<file path="src/core/psp_pkg.sv">
// shared constants and types of the programmable synchronous memory port
package psp_pkg;

  // -------------------------------------------------------------------------
  // widths
  // -------------------------------------------------------------------------
  localparam int unsigned ADDR_W = 20;
  localparam int unsigned DATA_W = 64;
  localparam int unsigned BE_W   = DATA_W / 8;
  localparam int unsigned REG_AW = 4;
  localparam int unsigned REG_DW = 32;

  // -------------------------------------------------------------------------
  // register map (byte addresses)
  // -------------------------------------------------------------------------
  localparam logic [REG_AW-1:0] OFS_CFG    = 4'h0;
  localparam logic [REG_AW-1:0] OFS_STATUS = 4'h4;
  localparam logic [REG_AW-1:0] OFS_RDATA  = 4'h8;

  // config field positions
  localparam int unsigned CFG_RL_LSB   = 0;
  localparam int unsigned CFG_WL_LSB   = 2;
  localparam int unsigned CFG_CHIP_ENABLE_EXTEND    = 4;
  localparam int unsigned CFG_FIFO_RD  = 5;
  localparam int unsigned CFG_CLK_SEL  = 6;
  localparam int unsigned CFG_SYNC_EN  = 7;
  localparam logic [7:0]  CFG_RESET    = 8'h80;

  // status field positions
  localparam int unsigned ST_BUSY    = 0;
  localparam int unsigned ST_PENDING = 1;

  localparam logic [1:0] DIV_ONE = 2'h1;

  // -------------------------------------------------------------------------
  // types
  // -------------------------------------------------------------------------
  // packed msb first, so field order mirrors the config bit positions
  typedef struct packed {
    logic       sync_mode_en;
    logic       sync_clock_select;
    logic       strobe_as_fifo_read;
    logic       chip_enable_extend;
    logic [1:0] write_latency_sel;
    logic [1:0] read_latency_sel;
  } psp_cfg_type;

  typedef struct packed {
    logic              space_chip_enable_n;
    logic [BE_W-1:0]   ext_byte_enables_n;
    logic [ADDR_W-1:0] ext_address_bus;
    logic [DATA_W-1:0] ext_data_out;
    logic              ext_data_oe_n;
    logic              addr_strobe_or_read_en_n;
    logic              sync_output_enable_n;
    logic              sync_write_enable_n;
  } psp_pins_type;

  typedef struct packed {
    logic              write;
    logic [ADDR_W-1:0] addr;
    logic [DATA_W-1:0] wdata;
    logic [BE_W-1:0]   be;
  } psp_req_type;

  localparam psp_pins_type PINS_IDLE = '{
    space_chip_enable_n:      1'b1,
    ext_byte_enables_n:       '1,
    ext_address_bus:          '0,
    ext_data_out:             '0,
    ext_data_oe_n:            1'b1,
    addr_strobe_or_read_en_n: 1'b1,
    sync_output_enable_n:     1'b1,
    sync_write_enable_n:      1'b1
  };

endpackage : psp_pkg

</file>
<file path="src/core/psp_sync_port.sv">
// programmable synchronous interface control for an external memory port
`timescale 1ns/1ps
// ---------------------------------------------------------------------------
// Overview of operation
// - read latency selectable zero to three cycles
// - write latency selectable zero to three cycles
// - extend off: chip enable drops after command
// - extend on: chip enable follows output enable
// - strobe as address strobe, with deselect cycle
// - strobe as fifo read enable, no deselect
// - software picks one of two output clocks
// - three strobe pins reused in synchronous mode
// - outputs launched on selected clock rising edge
// - read data captured on selected rising edge
// - clock enable output only on wide port
// ---------------------------------------------------------------------------
module psp_sync_port #(
  parameter bit WIDE_PORT = 1'b1
) (
  input  wire logic                         clk,
  input  wire logic                         rst_n,
  input  wire logic [psp_pkg::REG_AW-1:0]   reg_addr,
  input  wire logic [psp_pkg::REG_DW-1:0]   reg_wdata,
  input  wire logic                         reg_wr,
  input  wire logic                         reg_rd,
  output logic      [psp_pkg::REG_DW-1:0]   reg_rdata,
  input  wire logic                         req_valid,
  input  wire psp_pkg::psp_req_type         req,
  output logic                              req_ready,
  output logic                              rsp_valid,
  output logic      [psp_pkg::DATA_W-1:0]   rsp_data,
  input  wire logic [2:0]                   alt_strobes_n,
  input  wire logic [psp_pkg::DATA_W-1:0]   ext_data_in,
  output psp_pkg::psp_pins_type             pins,
  output logic                              iface_out_clock_one,
  output logic                              iface_out_clock_two,
  output logic                              sdram_clock_enable_wide
);
  import psp_pkg::*;

  typedef enum logic [3:0] {
    ST_IDLE  = 4'b0001,
    ST_XFER  = 4'b0010,
    ST_DESEL = 4'b0100,
    ST_SPARE = 4'b1000
  } psp_state_type;

  // -------------------------------------------------------------------------
  // output clock dividers and launch tick
  // -------------------------------------------------------------------------
  logic [1:0] div_q, div_d;
  logic       clk_one_q, clk_two_q, tick;

  always_comb begin
    div_d = div_q + DIV_ONE;
  end

  psp_cfg_type cfg_q, cfg_d;

  // both clocks run free; only the selected one times accesses
  assign tick = cfg_q.sync_clock_select ? (div_d == 2'h2) : div_d[0];

  always_ff @(posedge clk or negedge rst_n) begin
    if (!rst_n) begin
      div_q     <= '0;
      clk_one_q <= 1'b0;
      clk_two_q <= 1'b0;
    end else begin
      div_q     <= div_d;
      clk_one_q <= div_d[0];
      clk_two_q <= div_d[1];
    end
  end

  // -------------------------------------------------------------------------
  // register port
  // -------------------------------------------------------------------------
  logic [REG_DW-1:0] rdata_q, rdata_d;
  logic [DATA_W-1:0] last_q, last_d;
  logic              busy;
  logic              pend_q, pend_d;

  function automatic logic hit(input logic [REG_AW-1:0] a, input logic [REG_AW-1:0] ofs);
    hit = (a == ofs);
  endfunction : hit

  always_comb begin
    cfg_d   = cfg_q;
    rdata_d = '0;
    if (reg_wr && hit(reg_addr, OFS_CFG)) begin
      cfg_d = psp_cfg_type'(reg_wdata[CFG_SYNC_EN:CFG_RL_LSB]);
    end
    if (reg_rd) begin
      if (hit(reg_addr, OFS_CFG)) begin
        rdata_d[CFG_SYNC_EN:CFG_RL_LSB] = cfg_q;
      end else if (hit(reg_addr, OFS_STATUS)) begin
        rdata_d[ST_BUSY]    = busy;
        rdata_d[ST_PENDING] = pend_q;
      end else if (hit(reg_addr, OFS_RDATA)) begin
        rdata_d = last_q[REG_DW-1:0];
      end
    end
  end

  always_ff @(posedge clk or negedge rst_n) begin
    if (!rst_n) begin
      cfg_q   <= psp_cfg_type'(CFG_RESET);
      rdata_q <= '0;
    end else begin
      cfg_q   <= cfg_d;
      rdata_q <= rdata_d;
    end
  end

  // -------------------------------------------------------------------------
  // access sequencer
  // -------------------------------------------------------------------------
  psp_state_type state_q, state_d;
  psp_req_type   acc_q, acc_d;
  psp_pins_type  pins_q, pins_d;
  logic [1:0]    cnt_q, cnt_d;
  logic          ready_q, ready_d;
  logic          rsp_q, rsp_d;
  logic [2:0]    alt_q, alt_d;

  assign busy = (state_q != ST_IDLE);

  always_comb begin
    state_d = state_q;
    acc_d   = acc_q;
    pins_d  = pins_q;
    cnt_d   = cnt_q;
    pend_d  = pend_q;
    last_d  = last_q;
    rsp_d   = 1'b0;
    alt_d   = alt_strobes_n;
    if (req_valid && ready_q) begin
      pend_d = 1'b1;
      acc_d  = req;
    end
    if (tick) begin
      case (state_q)
        ST_IDLE: begin
          if (pend_q && cfg_q.sync_mode_en) begin
            pend_d                          = 1'b0;
            state_d                         = ST_XFER;
            cnt_d                           = '0;
            pins_d.space_chip_enable_n      = 1'b0;
            pins_d.ext_address_bus          = acc_q.addr;
            pins_d.ext_byte_enables_n       = ~acc_q.be;
            pins_d.addr_strobe_or_read_en_n = 1'b0;
            pins_d.sync_output_enable_n     = acc_q.write;
            pins_d.sync_write_enable_n      = ~acc_q.write;
            pins_d.ext_data_out             = acc_q.wdata;
            pins_d.ext_data_oe_n            = ~(acc_q.write &&
                                                (cfg_q.write_latency_sel == 2'h0));
          end else begin
            // drop strobe levels left over from the other controllers
            pins_d = PINS_IDLE;
          end
        end
        ST_XFER: begin
          cnt_d                      = cnt_q + DIV_ONE;
          pins_d.sync_write_enable_n = 1'b1;
          // one command per access, so chip enable drops right after it, except on a read with chip_enable_extend set
          pins_d.space_chip_enable_n = ~(cfg_q.chip_enable_extend && !acc_q.write);
          pins_d.addr_strobe_or_read_en_n =
            ~(cfg_q.strobe_as_fifo_read && !acc_q.write);
          if (acc_q.write) begin
            pins_d.ext_data_oe_n = ~(cnt_d == cfg_q.write_latency_sel);
            if (cnt_q == cfg_q.write_latency_sel) begin
              pins_d  = PINS_IDLE;
              state_d = cfg_q.strobe_as_fifo_read ? ST_IDLE : ST_DESEL;
            end
          end else if (cnt_q == cfg_q.read_latency_sel) begin
            last_d  = ext_data_in;
            rsp_d   = 1'b1;
            pins_d  = PINS_IDLE;
            state_d = cfg_q.strobe_as_fifo_read ? ST_IDLE : ST_DESEL;
          end
        end
        ST_DESEL: begin
          // deselect: strobe low with chip enable high
          pins_d                          = PINS_IDLE;
          pins_d.addr_strobe_or_read_en_n = 1'b0;
          state_d                         = ST_SPARE;
        end
        ST_SPARE: begin
          pins_d  = PINS_IDLE;
          state_d = ST_IDLE;
        end
        default: begin
          pins_d  = PINS_IDLE;
          state_d = ST_IDLE;
        end
      endcase
    end
    ready_d = !pend_d && (state_d == ST_IDLE) && !(req_valid && ready_q);
    // outside synchronous mode the pins carry the other controllers' strobes
    if (!cfg_q.sync_mode_en) begin
      pins_d.addr_strobe_or_read_en_n = alt_q[0];
      pins_d.sync_output_enable_n     = alt_q[1];
      pins_d.sync_write_enable_n      = alt_q[2];
    end
  end

  always_ff @(posedge clk or negedge rst_n) begin
    if (!rst_n) begin
      state_q <= ST_IDLE;
      acc_q   <= '0;
      pins_q  <= PINS_IDLE;
      cnt_q   <= '0;
      pend_q  <= 1'b0;
      last_q  <= '0;
      rsp_q   <= 1'b0;
      ready_q <= 1'b0;
      alt_q   <= '1;
    end else begin
      state_q <= state_d;
      acc_q   <= acc_d;
      pins_q  <= pins_d;
      cnt_q   <= cnt_d;
      pend_q  <= pend_d;
      last_q  <= last_d;
      rsp_q   <= rsp_d;
      ready_q <= ready_d;
      alt_q   <= alt_d;
    end
  end

  // -------------------------------------------------------------------------
  // clock enable for the wide port
  // -------------------------------------------------------------------------
  logic cke_q, cke_d;

  always_comb begin
    cke_d = cke_q;
    if (tick) begin
      cke_d = WIDE_PORT;
    end
  end

  always_ff @(posedge clk or negedge rst_n) begin
    if (!rst_n) begin
      cke_q <= 1'b0;
    end else begin
      cke_q <= cke_d;
    end
  end

  assign reg_rdata               = rdata_q;
  assign req_ready               = ready_q;
  assign rsp_valid               = rsp_q;
  assign rsp_data                = last_q;
  assign pins                    = pins_q;
  assign iface_out_clock_one     = clk_one_q;
  assign iface_out_clock_two     = clk_two_q;
  assign sdram_clock_enable_wide = cke_q;

  // -------------------------------------------------------------------------
  // checks
  // -------------------------------------------------------------------------
  logic [2:0] since_q;
  logic       tick_q;

  always_ff @(posedge clk or negedge rst_n) begin
    if (!rst_n) begin
      since_q <= '0;
      tick_q  <= 1'b0;
    end else begin
      tick_q <= tick;
      if (tick && state_q == ST_IDLE) begin
        since_q <= '0;
      end else if (tick && since_q != 3'h7) begin
        since_q <= since_q + 3'h1;
      end
    end
  end
endmodule : psp_sync_port

</file>
<file path="config.mk">
export PLATFORM = sky130hd
export DESIGN_NAME = psp_sync_port
export DESIGN_NICKNAME = d
export VERILOG_FILES = /design/src/core/psp_pkg.sv /design/src/core/psp_sync_port.sv
export SDC_FILE = /design/constraint.sdc
export NUM_CORES = 1
export LEC_CHECK = 0
export CAP_MARGIN = 10
export CORE_AREA = 2 2 158 160
export CTS_CLUSTER_DIAMETER = 50
export DETAILED_ROUTE_END_ITERATION = 6
export DIE_AREA = 0 0 160 162
export DONT_BUFFER_PORTS = 1
export GPL_ROUTABILITY_DRIVEN = 0
export RECOVER_POWER = 25
export REMOVE_ABC_BUFFERS = 1
export SLEW_MARGIN = 20
export SYNTH_ARGS = -nofsm -noshare
export SYNTH_HDL_FRONTEND = slang
export SYNTH_SLANG_ARGS = --single-unit
</file>
<file path="constraint.sdc">
create_clock -name clk -period 5.61 [get_ports clk]
set_clock_uncertainty 0.1 [all_clocks]
set_input_delay 1.4025 -clock clk [delete_from_list [all_inputs] [get_ports clk]]
set_output_delay 1.4025 -clock clk [all_outputs]
set_load 0.01 [all_outputs]
</file>
; ---- Word level (Yosys, flattened, before mapping)
; Index checks and enable logic that the tools add are counted.
[totals]
ff_bits = 311
output_inout_bits = 198
[classes]
addsub = 2
eq_ne = 17
n_mux = 31
bitwise = 6
n_reduce_logical = 19
[ops]
columns = cell, n
row1 = $mux W97, 4
row2 = $pmux W97 S3, 1
row3 = $mux W32, 2
row4 = $mux W30, 1
row5 = $mux W24, 1
row6 = $mux W4, 5
row7 = $pmux W4 S3, 1
row8 = $mux W1, 9
row9 = $mux W3, 3
row10 = $reduce_and A3 Y1, 3
row11 = $eq A4 B1 Y1 const B, 2
row12 = $eq A4 B3 Y1 const B, 2
row13 = $logic_and A1 B1 Y1, 8
row14 = $mux W8, 1
row15 = $ne A4 B4 Y1 const B, 2
row16 = $not A8 Y8, 1
row17 = $eq A2 B2 Y1, 3
row18 = $ne A3 B3 Y1 const B, 2
row19 = $not A1 Y1, 5
row20 = $add A2 B1 Y2 const B, 2
row21 = $eq A4 B2 Y1 const B, 1
row22 = $eq A4 B4 Y1 const B, 1
row23 = $logic_not A4 Y1, 1
row24 = $mux W2, 2
row25 = other kinds (9), 12

; ---- Depth between registers and ports, before layout
[depth]
ltp_word = 8
ltp_mapped = 11
depth_no_buf = 7

; ---- Worst setup path before layout
; No wires, ideal clock.
[synth_timing]
path_kind = input to register
startpoint = in reg_addr[3] in the netlist's numbering
endpoint = reg cfg_q[0] in the netlist's numbering
setup_ps = 125
arrival_ps = 2533
required_time_ps = 5385
path_slack_ps = 2852
stages = 5
path_cell_list = clkbuf_1 -> nor2_1 -> and3_1 -> clkbuf_1 -> mux2_2
[synth_via]
elab_chain_len = 2
[synth_rtl]
columns = item, line_no
row1 = from (decl), psp_sync_port.sv:22  ; input wire logic [psp_pkg::REG_AW-1:0] reg_addr,
row2 = $logic_not A4 Y1, psp_sync_port.sv:84  ; hit = (a == ofs);
row3 = $logic_and A1 B1 Y1, psp_sync_port.sv:90  ; if (reg_wr && hit(reg_addr, OFS_CFG)) begin
row4 = to (signal assigned), psp_sync_port.sv:107  ; cfg_q <= psp_cfg_type'(CFG_RESET);
row5 = to (signal assigned), psp_sync_port.sv:110  ; cfg_q <= cfg_d;
row6 = to (decl), psp_sync_port.sv:58  ; psp_cfg_type cfg_q, cfg_d;
; No other way between the ends.
; A chain may end at the register's enable or synchronous reset.

; ---- Worst setup path in the final report
[layout_timing]
startpoint = reg div_q[0]
endpoint = reg last_q[18], in the netlist rsp_data[18]
[layout_via]
elab_chain_len = 4
[layout_rtl]
columns = item, line_no
row1 = from (decl), psp_sync_port.sv:51  ; logic [1:0] div_q, div_d;
row2 = from (signal assigned), psp_sync_port.sv:69  ; div_q <= div_d;
row3 = $add A2 B1 Y2 *, psp_sync_port.sv:55  ; div_d = div_q + DIV_ONE;
row4 = $eq A2 B2 Y1, psp_sync_port.sv:61  ; assign tick = cfg_q.sync_clock_select ? (div_d == 2'h2) : div_d[0];
row5 = $mux W1 *, psp_sync_port.sv:61
row6 = $reduce_and A4 Y1 (no line) *, -
row7 = to (signal assigned), psp_sync_port.sv:224  ; last_q <= last_d;
row8 = to (decl), psp_sync_port.sv:79  ; logic [DATA_W-1:0] last_q, last_d;
; Mark *: on every way between the ends. The rest lies on a longest branch, timed or not.

==> key figures <==
CTS
  – Root buf cell: clkbuf_16
  – Clock buffer depth: 3
  – Clk sinks: 309
  – Hold-fix buffers, CTS: 0
  – Num CTS Buffers: 36
  – Cts repair resizes: 0
  – Htree depth: 2
  – Worst-Skew Late Latency: 0.50 ns
  – Setup bufs post-CTS: 0
  – CTS tree: done
  – Clk slew on worst S/H paths: 0.06 ns

Worst setup path
  – Critical path peak fanout: 34
  – CP arrival: 3.81 ns
  – Critical path type: flip-flop to flip-flop
  – CP endpoint kind: flip-flop
  – Critical Path RT: 5.89 ns
  – CP startpoint kind: flip-flop

Logic synthesis
  – Netlist Area Pre-Place: 12000 sq um
  – FFs w/ async S/R, synth: 100%
  – Seq/Total Area, Yosys: 64.8%
  – #FFs+latches synth: 309
  – Avg Inst Size Synth: 12.8 sq um
  – Prevailing post-synth register cell: dfrtp_1
  – Synthesis Warnings: 0
  – Count of cell types in the netlist: 51
  – Synthesized instance count: 937
  – Post-synth EDFFs: 0

Placed design
  – Post-Place Cell Area: 12100 sq um
  – Port Buf Inserts: 0
  – Post-DP HPWL: 17.9 mm
  – Place WS: 2.12 ns

Routing
  – Avg WL per Cell: 21.5 um
  – Post-route ant nets: 0
  – Drt total wl: 27.4 mm
  – DR pass1 iterations: 4
  – Drt via density: 5.40
  – Via count: 6883
  – DRC: 0
  – Initial drt markers: 499

GRT
  – First-pass GRT wire length: 42.5 mm
  – Largest net degree at the start of global routing: 310
  – Number of global-route vias before repair: 7081
  – Overflow after GRT: 0
  – Initial antenna violation count: 6
  – GRT Total Usage: 21.1%

Finish
  – P&R area growth vs syn: 11.2%
  – Share of layout cells above drive strength 1: 26.4%
  – # fillers: 2060
  – Non-Filler Cell Area, Final: 13300 sq um
  – Most frequent cells in the layout: dfrtp_1 (291), nand2_1 (176), mux2_2 (162)
  – Layout Nets: 1124
  – Most common cell after layout, fill and taps aside: dfrtp_1

Power and ir drop
  – Leakage Power: 0.00584 uW
  – Peak supply drop: 0.000293 V
  – P per Cell Area: 561 nW/um^2

STA
  – Pins over their slew limit: 0
  – Fin crit share: 62.8%
  – Final Hold Fails: 0
  – Worst Slack Setup Final: 2.09 ns
  – Final min period: 3.52 ns
  – RSZ-0062 raised after global routing: false
  – Setup-failing EPs final: 0
  – Setup TNS: 0 ns
  – Fmax: 284 MHz
  – Worst-margin pin slew: 1.09 ns
  – Min Hold Slack: 0.363 ns
  – Rel. slew slack: 27.3%

Floorplanning
  – Row count: 57
  – I/O pin total: 399
  – Core area: 24100 sq um
  – Starting Density: 49.6%
  – Total Die Area: 25900 sq um
  – Die H: 162 um
  – DIE WIDTH: 160 um

Run status
  – Status: completed

Flow run
  – Max-cap viol count: 0

Worst hold path
  – Worst hold-check path type: flip-flop to flip-flop
flip-flops by register name, indices dropped and copies added (netlist names), 2 cells and up:
| register | count |
|---|---|
| acc_q | 93 |
| alt_q | 3 |
| cfg_q | 8 |
| cnt_q | 2 |
| pins | 97 |
| reg_rdata | 32 |
| rsp_data | 64 |
| state_q | 4 |
per-stage QoR:
step	util [%]	cells	power (uW)
after global routing	55.1	1272	7880
final	55.2	1274	7450
after global placement	50.3	1208	5160
after detailed placement	50.3	1208	5240
after floorplan	-	879	4770
after CTS	55.1	1271	7550
metal layers:
| metal | vias to the layer above | routed length [um] | GRT usage (%) |
|---|---|---|---|
| met5 | - | 41 | 0 |
| met4 | 6 | 524 | 5.61 |
| met3 | 49 | 3180 | 9.86 |
| met2 | 287 | 13200 | 33.7 |
| met1 | 3396 | 10500 | 26.0 |
| li1 | 3145 | - | - |
synthesized netlist by cell type (3+ instances only):
cell	count	share of area, %
a21o_1	3	0.19
dfstp_2	18	4.0
o21ai_1	7	0.29
a21oi_1	8	0.33
nand2_1	178	5.6
buf_6	8	0.75
mux2_1	3	0.28
o22a_1	8	0.59
mux2i_1	8	0.67
or2_2	3	0.16
and2_1	27	1.4
nor2_1	30	0.94
nor4b_1	3	0.22
nand3b_1	3	0.19
clkbuf_1	29	0.91
buf_2	18	0.75
dfrtp_1	291	61
inv_1	7	0.22
o21ai_0	84	3.5
mux2_2	162	15
cells by family after synthesis:
kind of cell / Yosys count / synth area share (%)
muxes: 173 / 16.2
adders and majority gates: 1 / 0.105
xor gates and xnor gates: 4 / 0.293
and+or+nand+nor: 258 / 9.54
AOI/OAI and AO/OA: 127 / 6.24
buffers and inverters: 65 / 2.78
DFF: 309 / 64.8
report_power, final:
part,switching (uW),internal [uW]
Sequential,820,3070
Clock,874,1410
Combinational,593,689
critical path: stages, from the launching register on:
cell,delay [ns]
dfrtp_1,0.44
ha_1,0.22
and2_1,0.20
nor2_1,0.67
nor2_1,0.18
nand2_2,0.67
buf_4,0.50
mux2_2,0.39
cell type report:
| cell class | count | area [sq um] | area share [%] |
|---|---|---|---|
| clock inverters | 6 | 87.6 | 0.659 |
| well taps | 324 | 405 | 3.05 |
| repair buffers | 5 | 50.0 | 0.376 |
| multi-input cells | 563 | 3890 | 29.2 |
| flip-flops and latches | 309 | 7750 | 58.3 |
| inverters | 7 | 26.3 | 0.198 |
| clock buffers | 57 | 1080 | 8.13 |
| diodes | 3 | 7.51 | 0.0564 |
worst paths after layout:
kind | from | endpoint | slack, ns | depth (start not counted)
worst max-delay path | div_q[0] | rsp_data[18] | 2.09 | 7
worst min-delay path | alt_q[2] | pins[0] | 0.36 | 2
worst max register to register | div_q[0] | rsp_data[18] | 2.09 | 7
worst min register to register | alt_q[2] | pins[0] | 0.36 | 2
max in group asynchronous | rst_n | acc_q[79] | 4.04 | 0
min in group asynchronous | rst_n | pins[61] | 0.51 | 0
Note: power is estimated with default switching activity, not from simulation.
